[src/shared/rtcca_consts.svh]
`ifndef RTCCA_CONSTS_SVH
`define RTCCA_CONSTS_SVH

// Register byte offsets on the APB word map
`define RTCCA_OFF_STAT1 8'h00
`define RTCCA_OFF_STAT2 8'h04
`define RTCCA_OFF_YEAR  8'h08
`define RTCCA_OFF_MONTH 8'h0C
`define RTCCA_OFF_DAY   8'h10
`define RTCCA_OFF_WDAY  8'h14
`define RTCCA_OFF_HOUR  8'h18
`define RTCCA_OFF_MIN   8'h1C
`define RTCCA_OFF_SEC   8'h20
`define RTCCA_OFF_PA0   8'h24
`define RTCCA_OFF_PA1   8'h28
`define RTCCA_OFF_PA2   8'h2C
`define RTCCA_OFF_PB0   8'h30
`define RTCCA_OFF_PB1   8'h34
`define RTCCA_OFF_PB2   8'h38

// First status register bit positions
`define RTCCA_S1_INIT  7
`define RTCCA_S1_FMT24 6
`define RTCCA_S1_SCRH  5
`define RTCCA_S1_SCRL  4
`define RTCCA_S1_ALA   3
`define RTCCA_S1_ALB   2
`define RTCCA_S1_LOW   1
`define RTCCA_S1_PWR   0

// Reset values: power-on and software initialisation
`define RTCCA_POR_STAT2  8'h80
`define RTCCA_POR_PA0    8'h80
`define RTCCA_INIT_STAT2 8'h00
`define RTCCA_INIT_PARAM 8'h00
`define RTCCA_INIT_YEAR  8'h00
`define RTCCA_INIT_MONTH 5'h01
`define RTCCA_INIT_DAY   6'h01

// Oscillator division: 32768 ticks per second
`define RTCCA_OSC_HZ     32768
`define RTCCA_PRE_LAST   15'h7FFF
`define RTCCA_PER2_TICKS 15'h0100

`endif

[src/shared/rtcca_pkg.sv]
package rtcca_pkg;

  // Running calendar, BCD with weight 1 in bit 0
  typedef struct packed {
    logic [7:0] year;
    logic [4:0] month;
    logic [5:0] day;
    logic [2:0] wday;
    logic [5:0] hour;
    logic       pm;
    logic [6:0] min;
    logic [6:0] sec;
  } rtcca_cal_t;

  typedef enum logic [2:0] {
    OM_OFF, OM_FREQ, OM_EDGE, OM_PER1, OM_ALARM, OM_PER2, OM_OSC
  } rtcca_mode_t;

  // Bus bit n carries pin-order bit Bn, weight 1 sits in B7
  function automatic logic [7:0] rtcca_rev8(input logic [7:0] v);
    logic [7:0] r;
    r = '0;
    for (int i = 0; i < 8; i++)
      r[i] = v[7-i];
    return r;
  endfunction

  function automatic logic [7:0] rtcca_bcd_inc(input logic [7:0] v);
    logic [7:0] r;
    r = (v[3:0] == 4'h9) ? {v[7:4] + 4'h1, 4'h0} : {v[7:4], v[3:0] + 4'h1};
    return r;
  endfunction

  // Years 00..99 map to 2000..2099, so every fourth year leaps
  function automatic logic [5:0] rtcca_month_len(input logic [4:0] m, input logic [7:0] y);
    logic leap;
    leap = y[4] ? (y[3:0] == 4'h2 || y[3:0] == 4'h6)
                : (y[3:0] == 4'h0 || y[3:0] == 4'h4 || y[3:0] == 4'h8);
    unique case (m)
      5'h02:                      rtcca_month_len = leap ? 6'h29 : 6'h28;
      5'h04, 5'h06, 5'h09, 5'h11: rtcca_month_len = 6'h30;
      default:                    rtcca_month_len = 6'h31;
    endcase
  endfunction

  function automatic rtcca_mode_t rtcca_mode_of(input logic is_a, input logic osc,
                                                input logic ae, input logic me,
                                                input logic fe);
    rtcca_mode_t m;
    m = OM_OFF;
    if (osc && is_a)
      m = OM_OSC;
    else if (!me && fe)
      m = OM_FREQ;
    else if (me && !fe)
      m = OM_EDGE;
    else if (me && fe)
      m = (ae && is_a) ? OM_PER2 : OM_PER1;
    else if (ae)
      m = OM_ALARM;
    return m;
  endfunction

endpackage

[src/rtl/rtcca_regs.sv]
// Summary of operation
// - Calendar kept as seven BCD bytes: year, month, day, weekday, hour, minute, second.
// - Full calendar access covers year to second, weight-1 bit in B7.
// - Time-only access covers hour, minute, second and skips the date.
// - Read starting at year or hour copies a snapshot; a calendar access copies again at hour, so a carry between the two can split date from time.
// - Year holds 00 to 99; calendar valid through 2099.
// - Day rolls after 31, 30, or 29/28 in February by leap year.
// - Weekday counts 00 to 06 then wraps to 00.
// - Afternoon bit written in 12-hour; derived from hour in 24-hour mode.
// - Minute and second hold BCD 00 to 59 in seven bits.
// - Unused bits ignore writes and read as zero.
// - Two scratch bits in first status register are plain storage.
// - Alarm flags set on match, read-only, cleared by reading.
// - Power-up flag set at power-on, cleared by reading.
// - Supply-low flag sticky once set, even after supply recovers.
// - Status bit B6 selects 12-hour (0) or 24-hour (1).
// - Writing 1 to B7 initialises the device; it reads 0.
// - Output B mode decoded from its alarm, minute and frequency enables.
// - Output A like B; all enables give mode 2; passthrough overrides.
// - Parameter bytes serve as alarm time or frequency select by mode.
// - Valid bit B0 of each alarm byte includes that field in matching.
// - Target registers: two status, calendar, time-only, two parameter sets.
//
// Implementation choices: the register offsets and the APB interface to the registers.
`include "rtcca_consts.svh"
module rtcca_regs
  import rtcca_pkg::*;
#(
  parameter int ADDR_W = 8
)(
  input  wire logic              pclk,
  input  wire logic              presetn,
  input  wire logic              psel,
  input  wire logic              penable,
  input  wire logic              pwrite,
  input  wire logic [ADDR_W-1:0] paddr,
  input  wire logic [31:0]       pwdata,
  output logic      [31:0]       prdata,
  output logic                   pready,
  output logic                   pslverr,
  input  wire logic              osc_32k,
  input  wire logic              supply_low_det,
  output logic                   out_a_n,
  output logic                   out_b_n
);

  ////////////////////////////////////////////////////////////////////////
  // Bus decode

  logic        pready_ff;
  logic [31:0] prdata_ff;
  logic        pslverr_ff;
  wire  [7:0]  a8    = paddr[7:0];
  wire         setup = psel & ~penable;
  wire         done  = psel & penable & pready_ff;
  wire  [7:0]  wb    = rtcca_rev8(pwdata[7:0]);
  wire         wdone = done & pwrite;
  wire         rdone = done & ~pwrite;

  wire hit_s1  = (a8 == `RTCCA_OFF_STAT1);
  wire hit_s2  = (a8 == `RTCCA_OFF_STAT2);
  wire hit_yr  = (a8 == `RTCCA_OFF_YEAR);
  wire hit_mo  = (a8 == `RTCCA_OFF_MONTH);
  wire hit_dy  = (a8 == `RTCCA_OFF_DAY);
  wire hit_wd  = (a8 == `RTCCA_OFF_WDAY);
  wire hit_hr  = (a8 == `RTCCA_OFF_HOUR);
  wire hit_mi  = (a8 == `RTCCA_OFF_MIN);
  wire hit_se  = (a8 == `RTCCA_OFF_SEC);
  wire [2:0] hit_pa = {a8 == `RTCCA_OFF_PA2, a8 == `RTCCA_OFF_PA1, a8 == `RTCCA_OFF_PA0};
  wire [2:0] hit_pb = {a8 == `RTCCA_OFF_PB2, a8 == `RTCCA_OFF_PB1, a8 == `RTCCA_OFF_PB0};
  wire hit_any = hit_s1 | hit_s2 | hit_yr | hit_mo | hit_dy | hit_wd | hit_hr | hit_mi
               | hit_se | (|hit_pa) | (|hit_pb);
  wire addr_ok = hit_any & (paddr[ADDR_W-1:2] == {{(ADDR_W-8){1'b0}}, a8[7:2]});

  wire init = wdone & addr_ok & hit_s1 & pwdata[`RTCCA_S1_INIT];

  ////////////////////////////////////////////////////////////////////////
  // Status and mode registers

  logic       fmt24_ff;
  logic [1:0] scratch_ff;
  logic [1:0] alarm_flag_ff;
  logic       low_ff;
  logic       pwr_ff;
  logic [7:0] stat2_ff;
  logic [7:0] par_ff [2][3];

  wire         s1_rd = rdone & addr_ok & hit_s1;
  wire         s1_wr = wdone & addr_ok & hit_s1;
  wire         s2_wr = wdone & addr_ok & hit_s2;
  wire [1:0]   alarm_set;
  wire [1:0]   al_clr = s1_rd ? {prdata_ff[`RTCCA_S1_ALA], prdata_ff[`RTCCA_S1_ALB]} : 2'b00;
  wire [1:0][2:0] par_wr = {hit_pb & {3{wdone & addr_ok}}, hit_pa & {3{wdone & addr_ok}}};

  // Hour format and scratch storage are not cleared by initialisation; the initialising write loads them
  always_ff @(posedge pclk or negedge presetn)
  begin
    if (!presetn)
    begin
      fmt24_ff   <= 1'b0;
      scratch_ff <= 2'b00;
    end
    else if (s1_wr)
    begin
      fmt24_ff   <= pwdata[`RTCCA_S1_FMT24];
      scratch_ff <= pwdata[`RTCCA_S1_SCRH:`RTCCA_S1_SCRL];
    end
  end

  // Flags: a set in the clearing cycle wins, only bits read as 1 clear
  always_ff @(posedge pclk or negedge presetn)
  begin
    if (!presetn)
    begin
      alarm_flag_ff <= 2'b00;
      low_ff        <= 1'b0;
      pwr_ff        <= 1'b1;
    end
    else
    begin
      alarm_flag_ff <= init ? 2'b00 : (alarm_set | (alarm_flag_ff & ~al_clr));
      low_ff        <= supply_low_det | (low_ff & ~(init | (s1_rd & prdata_ff[`RTCCA_S1_LOW])));
      // Power-up flag clears on read or init
      pwr_ff        <= pwr_ff & ~(init | (s1_rd & prdata_ff[`RTCCA_S1_PWR]));
    end
  end

  // Output modes; test bit is stored but has no function
  always_ff @(posedge pclk or negedge presetn)
  begin
    if (!presetn)
      stat2_ff <= `RTCCA_POR_STAT2;
    else if (init)
      stat2_ff <= `RTCCA_INIT_STAT2;
    else if (s2_wr)
      stat2_ff <= pwdata[7:0];
  end

  // Parameter bytes, shared by alarm and frequency use
  always_ff @(posedge pclk or negedge presetn)
  begin
    if (!presetn)
      par_ff <= '{'{`RTCCA_POR_PA0, `RTCCA_INIT_PARAM, `RTCCA_INIT_PARAM},
                  '{`RTCCA_INIT_PARAM, `RTCCA_INIT_PARAM, `RTCCA_INIT_PARAM}};
    else
      for (int i = 0; i < 2; i++)
        for (int j = 0; j < 3; j++)
          par_ff[i][j] <= init ? `RTCCA_INIT_PARAM : par_wr[i][j] ? pwdata[7:0] : par_ff[i][j];
  end

  // Output A mode table with passthrough override
  wire rtcca_mode_t mode_a = rtcca_mode_of(1'b1, stat2_ff[4], stat2_ff[5], stat2_ff[6],
                                           stat2_ff[7]);
  wire rtcca_mode_t mode_b = rtcca_mode_of(1'b0, 1'b0, stat2_ff[1], stat2_ff[2], stat2_ff[3]);
  rtcca_mode_t mode [2];
  assign mode[0] = mode_a;
  assign mode[1] = mode_b;

  ////////////////////////////////////////////////////////////////////////
  // Timebase and calendar

  logic       osc_ff;
  logic [14:0] pre_ff;
  rtcca_cal_t cal_ff;
  rtcca_cal_t nxt_cal;
  rtcca_cal_t snap_ff;
  logic       min_evt_ff;

  // Oscillator input is synchronous to pclk, one flop gives the edge
  wire osc_rise = osc_32k & ~osc_ff;
  // One second per full prescaler turn
  wire tick     = osc_rise & (pre_ff == `RTCCA_PRE_LAST);

  always_ff @(posedge pclk or negedge presetn)
  begin
    if (!presetn)
    begin
      osc_ff <= 1'b0;
      pre_ff <= '0;
    end
    else
    begin
      osc_ff <= osc_32k;
      pre_ff <= init ? 15'h0000 : osc_rise ? pre_ff + 15'h0001 : pre_ff;
    end
  end

  wire [7:0] inc_sec = rtcca_bcd_inc({1'b0, cal_ff.sec});
  wire [7:0] inc_min = rtcca_bcd_inc({1'b0, cal_ff.min});
  wire [7:0] inc_hr  = rtcca_bcd_inc({2'b00, cal_ff.hour});
  wire [7:0] inc_day = rtcca_bcd_inc({2'b00, cal_ff.day});
  wire [7:0] inc_mo  = rtcca_bcd_inc({3'b000, cal_ff.month});
  wire [7:0] inc_yr  = rtcca_bcd_inc(cal_ff.year);
  wire [5:0] mlen    = rtcca_month_len(cal_ff.month, cal_ff.year);
  wire       hr_top  = fmt24_ff ? (cal_ff.hour == 6'h23) : (cal_ff.hour == 6'h11);

  wire sec_c = tick & (cal_ff.sec == 7'h59);
  wire min_c = sec_c & (cal_ff.min == 7'h59);
  wire hr_w  = min_c & hr_top;
  wire hr_c  = hr_w & (fmt24_ff | cal_ff.pm);
  // Month length decides the day wrap
  wire day_c = hr_c & (cal_ff.day == mlen);
  wire mon_c = day_c & (cal_ff.month == 5'h12);
  // Afternoon bit as seen by software
  wire pm_now = fmt24_ff ? (cal_ff.hour >= 6'h12) : cal_ff.pm;

  // Seconds and minutes wrap at 59, seven bits kept
  assign nxt_cal.sec  = (wdone & addr_ok & hit_se) ? wb[6:0]
                      : tick ? (sec_c ? 7'h00 : inc_sec[6:0]) : cal_ff.sec;
  assign nxt_cal.min  = (wdone & addr_ok & hit_mi) ? wb[6:0]
                      : sec_c ? (min_c ? 7'h00 : inc_min[6:0]) : cal_ff.min;
  assign nxt_cal.hour = (wdone & addr_ok & hit_hr) ? wb[5:0]
                      : min_c ? (hr_w ? 6'h00 : inc_hr[5:0]) : cal_ff.hour;
  // Written afternoon bit only counts in 12-hour mode
  assign nxt_cal.pm   = (wdone & addr_ok & hit_hr) ? (wb[6] & ~fmt24_ff)
                      : (hr_w & ~fmt24_ff) ? ~cal_ff.pm : cal_ff.pm;
  assign nxt_cal.wday = (wdone & addr_ok & hit_wd) ? wb[2:0]
                      : hr_c ? ((cal_ff.wday == 3'h6) ? 3'h0 : cal_ff.wday + 3'h1) : cal_ff.wday;
  assign nxt_cal.day  = (wdone & addr_ok & hit_dy) ? wb[5:0]
                      : hr_c ? (day_c ? 6'h01 : inc_day[5:0]) : cal_ff.day;
  assign nxt_cal.month = (wdone & addr_ok & hit_mo) ? wb[4:0]
                       : day_c ? (mon_c ? 5'h01 : inc_mo[4:0]) : cal_ff.month;
  assign nxt_cal.year = (wdone & addr_ok & hit_yr) ? wb
                      : mon_c ? ((cal_ff.year == 8'h99) ? 8'h00 : inc_yr) : cal_ff.year;

  always_ff @(posedge pclk or negedge presetn)
  begin
    if (!presetn)
      cal_ff <= '{`RTCCA_INIT_YEAR, `RTCCA_INIT_MONTH, `RTCCA_INIT_DAY, 3'h0, 6'h00, 1'b0,
                  7'h00, 7'h00};
    else if (init)
      cal_ff <= '{`RTCCA_INIT_YEAR, `RTCCA_INIT_MONTH, `RTCCA_INIT_DAY, 3'h0, 6'h00, 1'b0,
                  7'h00, 7'h00};
    else
      cal_ff <= nxt_cal;
  end

  // Snapshot taken when a calendar or time-only read starts
  wire snap_take = setup & ~pwrite & (hit_yr | hit_hr);
  always_ff @(posedge pclk or negedge presetn)
  begin
    if (!presetn)
      snap_ff <= '0;
    else if (snap_take)
      snap_ff <= '{cal_ff.year, cal_ff.month, cal_ff.day, cal_ff.wday, cal_ff.hour, pm_now,
                   cal_ff.min, cal_ff.sec};
  end

  ////////////////////////////////////////////////////////////////////////
  // Alarms and output pins

  logic [1:0] hit_ff;
  logic [1:0] edge_ff;
  logic [1:0] pin_ff;
  wire  [4:0] fclk = {pre_ff[14], pre_ff[13], pre_ff[12], pre_ff[11], pre_ff[10]};

  // Compare one cycle after the carry so the new minute is settled
  wire min_c_evt = sec_c;
  always_ff @(posedge pclk or negedge presetn)
  begin
    if (!presetn)
      min_evt_ff <= 1'b0;
    else
      min_evt_ff <= min_c_evt;
  end

  genvar gi;
  generate
    for (gi = 0; gi < 2; gi++)
    begin : g_out
      wire [7:0] aw = rtcca_rev8(par_ff[gi][0]);
      wire [7:0] ah = rtcca_rev8(par_ff[gi][1]);
      wire [7:0] am = rtcca_rev8(par_ff[gi][2]);
      // Only fields marked valid are compared
      wire match = (~aw[7] | (aw[2:0] == cal_ff.wday))
                 & (~ah[7] | (ah[6:0] == {pm_now, cal_ff.hour}))
                 & (~am[7] | (am[6:0] == cal_ff.min));
      assign alarm_set[1-gi] = min_evt_ff & (mode[gi] == OM_ALARM) & match;
      // AND of the selected frequency clocks, weight order follows B7 = 1 Hz
      wire [4:0] fsel    = par_ff[gi][0][7:3];
      wire       freq_on = (|fsel) & (&(~fsel | fclk));
      logic      act;

      // Alarm level holds until software leaves alarm mode
      always_ff @(posedge pclk or negedge presetn)
      begin
        if (!presetn)
        begin
          hit_ff[gi]  <= 1'b0;
          edge_ff[gi] <= 1'b0;
        end
        else
        begin
          hit_ff[gi]  <= (mode[gi] == OM_ALARM) & (alarm_set[1-gi] | hit_ff[gi]);
          edge_ff[gi] <= (mode[gi] == OM_EDGE) & ((min_evt_ff) | (edge_ff[gi] & ~s1_rd));
        end
      end

      // Mode picks what drives the pin
      always_comb
      begin
        act = 1'b0;
        unique case (mode[gi])
          OM_OFF:   act = 1'b0;
          OM_FREQ:  act = freq_on;
          OM_EDGE:  act = edge_ff[gi];
          OM_PER1:  act = (cal_ff.sec < 7'h30);
          OM_ALARM: act = hit_ff[gi];
          OM_PER2:  act = (cal_ff.sec == 7'h00) & (pre_ff < `RTCCA_PER2_TICKS);
          OM_OSC:   act = osc_ff;
        endcase
      end

      // Open-drain style: low while active
      always_ff @(posedge pclk or negedge presetn)
      begin
        if (!presetn)
          pin_ff[gi] <= 1'b1;
        else
          pin_ff[gi] <= ~act;
      end
    end
  endgenerate

  assign out_a_n = pin_ff[0];
  assign out_b_n = pin_ff[1];

  ////////////////////////////////////////////////////////////////////////
  // Read mux and bus response

  // Unused bits read zero, init bit always zero
  wire [7:0] s1_val = {1'b0, fmt24_ff, scratch_ff, alarm_flag_ff, low_ff, pwr_ff};
  // Calendar bytes in bus order, weight 1 at B7
  wire [7:0] rd_byte =
      hit_s1 ? s1_val
    : hit_s2 ? stat2_ff
    : hit_yr ? rtcca_rev8(cal_ff.year)
    : hit_mo ? rtcca_rev8({3'b000, snap_ff.month})
    : hit_dy ? rtcca_rev8({2'b00, snap_ff.day})
    : hit_wd ? rtcca_rev8({5'h00, snap_ff.wday})
    // Time-only read opens at the hour byte
    : hit_hr ? rtcca_rev8({1'b0, pm_now, cal_ff.hour})
    : hit_mi ? rtcca_rev8({1'b0, snap_ff.min})
    : hit_se ? rtcca_rev8({1'b0, snap_ff.sec})
    : hit_pa[0] ? par_ff[0][0] : hit_pa[1] ? par_ff[0][1] : hit_pa[2] ? par_ff[0][2]
    : hit_pb[0] ? par_ff[1][0] : hit_pb[1] ? par_ff[1][1] : hit_pb[2] ? par_ff[1][2]
    : 8'h00;

  // No wait state: data captured in setup, answer in first access cycle
  always_ff @(posedge pclk or negedge presetn)
  begin
    if (!presetn)
    begin
      pready_ff  <= 1'b0;
      prdata_ff  <= 32'h00000000;
      pslverr_ff <= 1'b0;
    end
    else
    begin
      pready_ff  <= setup;
      prdata_ff  <= (setup & ~pwrite & addr_ok) ? {24'h000000, rd_byte} : prdata_ff;
      pslverr_ff <= setup & ~addr_ok;
    end
  end

  assign prdata  = prdata_ff;
  assign pready  = pready_ff;
  assign pslverr = pslverr_ff;

  ////////////////////////////////////////////////////////////////////////
  // Checks

  AST_SEC_BCD: assert property (@(posedge pclk) disable iff (!presetn)
    (cal_ff.sec[6:4] <= 3'h5) && (cal_ff.sec[3:0] <= 4'h9) && (cal_ff.min[6:4] <= 3'h5))
    else $error("second or minute out of BCD range");
  AST_WDAY_WRAP: assert property (@(posedge pclk) disable iff (!presetn)
    (hr_c && cal_ff.wday == 3'h6 && !wdone && !init) |=> (cal_ff.wday == 3'h0))
    else $error("weekday did not wrap to zero");
  AST_FEB_LEN: assert property (@(posedge pclk) disable iff (!presetn)
    (cal_ff.month == 5'h02 && cal_ff.year[0] && hr_c && cal_ff.day == 6'h28 && !wdone
     && !init) |=> (cal_ff.day == 6'h01 && cal_ff.month == 5'h03))
    else $error("February of a common year overran day 28");
  AST_YEAR_WRAP: assert property (@(posedge pclk) disable iff (!presetn)
    (mon_c && cal_ff.year == 8'h99 && !wdone && !init) |=> (cal_ff.year == 8'h00))
    else $error("year did not wrap from 99");
  AST_PWR_CLR: assert property (@(posedge pclk) disable iff (!presetn)
    (s1_rd && prdata_ff[`RTCCA_S1_PWR]) |=> !pwr_ff)
    else $error("power-up flag survived its read");
  AST_LOW_STICKY: assert property (@(posedge pclk) disable iff (!presetn)
    (low_ff && !s1_rd && !init) |=> low_ff)
    else $error("supply-low flag dropped without a read");
  AST_INIT_RD0: assert property (@(posedge pclk) disable iff (!presetn)
    (setup && !pwrite && hit_s1) |=> (prdata_ff[`RTCCA_S1_INIT] == 1'b0) && pready_ff)
    else $error("initialise bit read as one");
  AST_ALARM_SET: assert property (@(posedge pclk) disable iff (!presetn)
    (alarm_set[0] && !init) |=> alarm_flag_ff[0] ##1 (hit_ff[1] || mode_b != OM_ALARM))
    else $error("alarm match did not raise flag and pin state");
  AST_OSC_PASS: assert property (@(posedge pclk) disable iff (!presetn)
    (mode_a == OM_OSC) |=> (out_a_n == !$past(osc_ff)))
    else $error("passthrough output does not follow oscillator");
  AST_SNAP_HOLD: assert property (@(posedge pclk) disable iff (!presetn)
    !snap_take |=> $stable(snap_ff))
    else $error("snapshot changed without a read start");

  COV_ALARM: cover property (@(posedge pclk) disable iff (!presetn) alarm_set[1]);
  COV_YEAR_ROLL: cover property (@(posedge pclk) disable iff (!presetn) mon_c);
  COV_INIT: cover property (@(posedge pclk) disable iff (!presetn) init);

endmodule

[config.mk]
export PLATFORM = sky130hd
export DESIGN_NAME = rtcca_regs
export DESIGN_NICKNAME = d
export VERILOG_FILES = /design/src/shared/rtcca_pkg.sv /design/src/rtl/rtcca_regs.sv
export VERILOG_INCLUDE_DIRS = /design/src /design/src/shared
export SDC_FILE = /design/constraint.sdc
export NUM_CORES = 1
export LEC_CHECK = 0
export BUFFER_PORTS_ARGS = -buffer_cell sky130_fd_sc_hd__buf_2
export CAP_MARGIN = 20
export CORE_MARGIN = 2
export CORE_UTILIZATION = 55
export CTS_CLUSTER_DIAMETER = 200
export CTS_CLUSTER_SIZE = 25
export DETAILED_ROUTE_END_ITERATION = 12
export PLACE_DENSITY = 0.74
export SETUP_SLACK_MARGIN = 0.2
export SYNTH_ARGS = -nofsm -noshare
export SYNTH_HDL_FRONTEND = slang
export SYNTH_SLANG_ARGS = --single-unit
[constraint.sdc]
create_clock -name pclk -period 2.3 [get_ports pclk]
set_input_delay 0.46 -clock pclk [delete_from_list [all_inputs] [get_ports pclk]]
set_output_delay 0.46 -clock pclk [all_outputs]
set_load 0.02 [all_outputs]
# --- Word level (Yosys, flattened, before mapping) ---
# Cells that the tools add are included.
classes:
  add_sub_neg: 14
  order_cmp: 3
  n_eq_ne: 56
  mux: 80
  bitwise: 104
  reduce_logical: 53
ops:
  columns: ["cell", "n"]
  rows:
  - ["$mux 8", 33]
  - ["$eq 8x6->1 const B", 7]
  - ["$mux 7", 8]
  - ["$and 1x1->1", 53]
  - ["$mux 6", 8]
  - ["$mux 43", 1]
  - ["$mux 3", 13]
  - ["$eq 8x5->1 const B", 4]
  - ["$mux 15", 2]
  - ["$add 4x1->4 const B", 7]
  - ["$eq 4x4->1 const B", 7]
  - ["$eq 7x7->1", 4]
  - ["$or 1x1->1", 25]
  - ["$reduce_bool 3->1", 8]
  - ["$reduce_bool 4->1", 6]
  - ["$eq 3x3->1 const B", 7]
  - ["$mux 5", 4]
  - ["$not 1->1", 17]
  - ["$eq 8x4->1 const B", 2]
  - ["$reduce_bool 2->1", 8]
  - ["$add 15x1->15 const B", 1]
  - ["$eq 15x15->1 const B", 1]
  - ["$lt 15x9->1 const B", 1]
  - ["$eq 7x7->1 const B", 2]
  - ["other kinds (41)", 81]
word_totals:
  regBits: 167
  input_bits: 47
  out_inout_bits: 36
  word_cells: 353

# --- Depth between registers and ports, before layout ---
depth:
  ltp_word: 18
  ltp_mapped: 12

# --- Worst setup path before layout ---
# OpenSTA, ideal clock, no wires.
synth_path:
  path_type: "reg2reg"
  from: "reg cal_ff[1] in the netlist's numbering"
  to: "reg cal_ff[19] in the netlist's numbering"
  setup_ns: 0.125
  arrival_time_ns: 2.323
  required_ns: 2.175
  slack_ns: -0.148
  path_stages_with_launch: 12
  synth_period_minus_slack_ns: 2.448
  path_cell_list: "dfrtp_1 inv_1 ha_1 and3b_1 clkbuf_1 and3_1 and4_1 clkbuf_1 nand2_1 nor2_1 a221o_1 mux2_2"
synth_via:
  elab_chain_len: 8
  elab_cells_between_ends: 11
  classes_between: "1 x eq/ne; 4 x mux; 3 x bitwise; 3 x reduce/logical"
synth_rtl:
  columns: ["item", "line_no", "text"]
  rows:
  - ["start: declaration", "rtcca_regs.sv:164", "rtcca_cal_t cal_ff;"]
  - ["start signal: assignment", "rtcca_regs.sv:229", "cal_ff <= '{`RTCCA_INIT_YEAR, `RTCCA_INIT_MONTH, `RTCCA_INIT_DAY, 3'h0, 6'h00, 1'b0,"]
  - ["start signal: assignment", "rtcca_regs.sv:232", "cal_ff <= '{`RTCCA_INIT_YEAR, `RTCCA_INIT_MONTH, `RTCCA_INIT_DAY, 3'h0, 6'h00, 1'b0,"]
  - ["start signal: assignment", "rtcca_regs.sv:235", "cal_ff <= nxt_cal;"]
  - ["$eq 7x7->1 (*)", "rtcca_regs.sv:197", "wire sec_c = tick & (cal_ff.sec == 7'h59);"]
  - ["$and 1x1->1 (*)", "rtcca_regs.sv:197", null]
  - ["$and 1x1->1 (*)", "rtcca_regs.sv:198", "wire min_c = sec_c & (cal_ff.min == 7'h59);"]
  - ["$and 1x1->1", "rtcca_regs.sv:199", "wire hr_w = min_c & hr_top;"]
  - ["$mux 6 (2 in series)", "rtcca_regs.sv:213", ": min_c ? (hr_w ? 6'h00 : inc_hr[5:0]) : cal_ff.hour;"]
  - ["$mux 6", "rtcca_regs.sv:212", "assign nxt_cal.hour = (wdone & addr_ok & hit_hr) ? wb[5:0]"]
  - ["$mux 43", "rtcca_regs.sv:231", "else if (init)"]
# Every way passes the cells marked *; elsewhere a longest branch is shown, timed or not. The select of a mux whose other input is x is not followed.
# A chain may end at the register's enable or synchronous reset.

# --- Worst setup path after layout ---
layout_path:
  from: "reg pre_ff[1]"
  to: "reg cal_ff[38] in the netlist's numbering"
layout_via:
  elab_chain_len: 9
layout_rtl:
  columns: ["item", "line_no", "text"]
  rows:
  - ["start: declaration", "rtcca_regs.sv:163", "logic [14:0] pre_ff;"]
  - ["start signal: assignment", "rtcca_regs.sv:184", "pre_ff <= init ? 15'h0000 : osc_rise ? pre_ff + 15'h0001 : pre_ff;"]
  - ["$eq 15x15->1 (no source line)", null, null]
  - ["$and 1x1->1", "rtcca_regs.sv:172", "wire tick = osc_rise & (pre_ff == `RTCCA_PRE_LAST);"]
  - ["$and 1x1->1", "rtcca_regs.sv:197", null]
  - ["$and 1x1->1", "rtcca_regs.sv:198", null]
  - ["$and 1x1->1", "rtcca_regs.sv:199", null]
  - ["$and 1x1->1", "rtcca_regs.sv:200", "wire hr_c = hr_w & (fmt24_ff | cal_ff.pm);"]
  - ["$and 1x1->1", "rtcca_regs.sv:202", "wire day_c = hr_c & (cal_ff.day == mlen);"]
  - ["$and 1x1->1", "rtcca_regs.sv:203", "wire mon_c = day_c & (cal_ff.month == 5'h12);"]
  - ["$reduce_bool 3->1 (no source line)", null, null]
# Every way passes these cells.

==> flow_metrics.py <==
metrics = {
    "finish": {
        "area_growth_pct": 31.1,
        "drive_gt1_frac": 0.317,
        "nets": 1447,
        "final_common_cell": "buf_4",
        "layout_common_cells": "200 x buf_4, 158 x dfrtp_1, 127 x nor2_1",
    },
    "place": {
        "place_congestion": 1.01,
        "dpl.hpwl_um": 25200,
        "dp_slack_ns": -0.280,
        "io_buffers": 34,
    },
    "global_routing": {
        "grtUsageTotal": 0.360,
        "grt_pass1_wl_um": 54600,
        "grt_max_degree": 54,
        "grt_pass1_vias": 9544,
        "overflow": 0,
        "antenna_found_initial": 0,
    },
    "timing": {
        "skew_ns": 0.0129,
        "slew_headroom": 0.619,
        "worst_slew_pin_slew_ns": 0.572,
        "period_share": 1.15,
        "tns_ns": -4.99,
        "drv_slew": 0,
        "rsz0062_at_grt": "yes",
        "setup_viol": 24,
        "fin_ws_ns": -0.344,
        "hold_viol_final": 0,
        "post-route-min-period_ns": 2.64,
        "max_freq_ghz": 0.378,
    },
    "synth": {
        "yosysSeqAreaShare": 0.408,
        "synth_flop_cell": "dfrtp_1",
        "synth_edf_count": 0,
        "synth_cell_type_count": 74,
        "netlist_area_sq_um": 10300,
        "netlist_instances": 1157,
        "synth_warnings": 0,
        "synth_area_per_cell_sq_um": 8.88,
        "ys_async_sr_fraction": 1.00,
        "ys_ff_latch": 167,
    },
    "drt": {
        "drt_iter0_drc": 935,
        "routed_wl_um": 36300,
        "firstDrtPassIters": 5,
        "viasPerCell": 6.26,
        "vias": 10137,
        "ant_nets": 0,
        "route.detailed.drc": 0,
        "routedWlPerCell_um": 22.4,
    },
    "floorplanning": {
        "coreArea_sq_um": 18100,
        "dieArea_sq_um": 19800,
        "die_h_um": 141,
        "start_util": 0.566,
        "die_w_um": 141,
        "rows": 49,
        "io_pins": 83,
    },
    "critical_path": {
        "critPathMaxFanout": 8,
        "critical_path_class": "reg -> reg",
        "start_kind": "flop",
        "crit_required_ns": 2.61,
        "crit_arrival_ns": 2.96,
        "end_kind": "flop",
    },
    "worst_hold_path": {
        "hp-class": "in -> reg",
    },
    "pwr": {
        "ir_drop_v": 0.000514,
        "p_leak_nw": 6.37,
        "power_mw": 6.58,
        "power_density_nw_per_um2": 488,
    },
    "clock_tree": {
        "clockBufferDepth": 2,
        "cts_tree": "done",
        "clk_latency_ns": 0.44,
        "path_clk_slew_ns": 0.07,
        "root_buffer": "clkbuf_16",
        "cts_buffers": 17,
        "htreeDepth": 4,
        "cts.sinks": 167,
    },
    "run": {
        "timing.max_cap.violations": 0,
    },
    "status": {
        "outcome": "finished, violations left",
        "violations": "negative setup slack",
    },
}
==> final cells by class <==
class	instances	area (sq um)
Tap cell	229	287
Clock inverter	14	128
Antenna cell	1	2.50
Sequential cell	167	4190
Timing Repair Buffer	268	2190
Fill cell	1257	4680
Clock buffer	18	439
Inverter	33	129
Multi-Input combinational cell	890	6100
==> layer usage <==
metal,global-route usage,vias up,share of wire
met3,0.0819,106,0.087
li1,-,4513,-
met4,0.143,0,0.039
met5,0,-,0
met2,0.568,561,0.46
met1,0.487,4957,0.41
==> what timing repair did <==
item,4_1_cts,5_1_grt
buffers inserted,16,9
resized for setup,61,79
setup endpoints to repair,41,73
hold buffers,1,0
endpoints found under the hold margin,28,0
pin swaps,34,50
==> cell families (layout without fill, tap and decap cells) <==
| group | Yosys count | in the layout | share of synthesized area |
|---|---|---|---|
| other cells | 1 | 25 | 0.000365 |
| fa+ha+maj | 23 | 23 | 0.0280 |
| buf+inv | 123 | 333 | 0.0579 |
| flops | 167 | 167 | 0.408 |
| compound gates | 238 | 238 | 0.143 |
| mux | 91 | 91 | 0.0925 |
| simple gates | 455 | 455 | 0.221 |
| xor+xnor | 59 | 59 | 0.0503 |
==> synth_stat cells, types with 11 or more instances <==
cell type  instances  area [sq um]
xor2_1            34           298
xnor2_1           25           219
nor4_1            15          93.8
nor2_1           137           514
mux2_2            31           349
nor3_1            16          80.1
o21ai_0           70           350
inv_1             33           124
clkbuf_1          48           180
nor2b_1           11          68.8
mux2i_1           60           601
dfrtp_1          160          4000
a21oi_1           76           380
nand3_1           59           295
and3_1            13          81.3
nand4_1           15          93.8
nand2_1          115           432
buf_4             24           180
ha_1              23           288
==> power breakdown <==
part           switching, mW  internal, mW
clock network           1.37          1.46
logic                  0.430         0.267
registers             0.0445          3.01
total                   1.84          4.74
==> path summary, 6_finish.rpt <==
check,startpoint,end,slack [ns],depth (start not counted)
worst min-delay path,osc_32k,osc_ff,0.14,1
worst max register to register,pre_ff[1],cal_ff[38],-0.34,11
worst max-delay path,pre_ff[1],cal_ff[38],-0.34,11
worst min register to register,snap_ff[4],snap_ff[4],0.49,2
min in group asynchronous,presetn,stat2_ff[3],0.47,2
max in group asynchronous,presetn,cal_ff[16],1.05,3
==> flip-flops by register name, summed over array words and instances (netlist names), 2 cells and up <==
signal and flops:
stat2_ff 8, g_out.ah 16, alarm_flag_ff 2, cal_ff 43, hit_ff 2, pre_ff 15
prdata 8, g_out.aw 16, scratch_ff 2, edge_ff 2, snap_ff 28, g_out.am 16
==> through the flow <==
stage	hold slack (ns)	area, sq um	cells	util
3_5_place_dp	0.376	12200	1561	0.671
3_3_place_gp	0.371	12200	1561	0.671
6_report	0.143	13500	1620	0.742
5_1_grt	0.139	13500	1619	0.742
4_1_cts	0.133	13100	1610	0.720
2_1_floorplan	0.164	10500	1180	-
==> critical path: stages (launching register included) <==
cell       delay (ns)
dfrtp_1          0.36
ha_2             0.18
and3b_2          0.20
and4bb_2         0.24
nand4_1          0.31
nor2_2           0.29
and3_4           0.27
buf_8            0.14
buf_8            0.13
o2111ai_1        0.10
a22oi_1          0.19
o21ai_1          0.11
No activity file was read; power rests on OpenSTA's default activity.
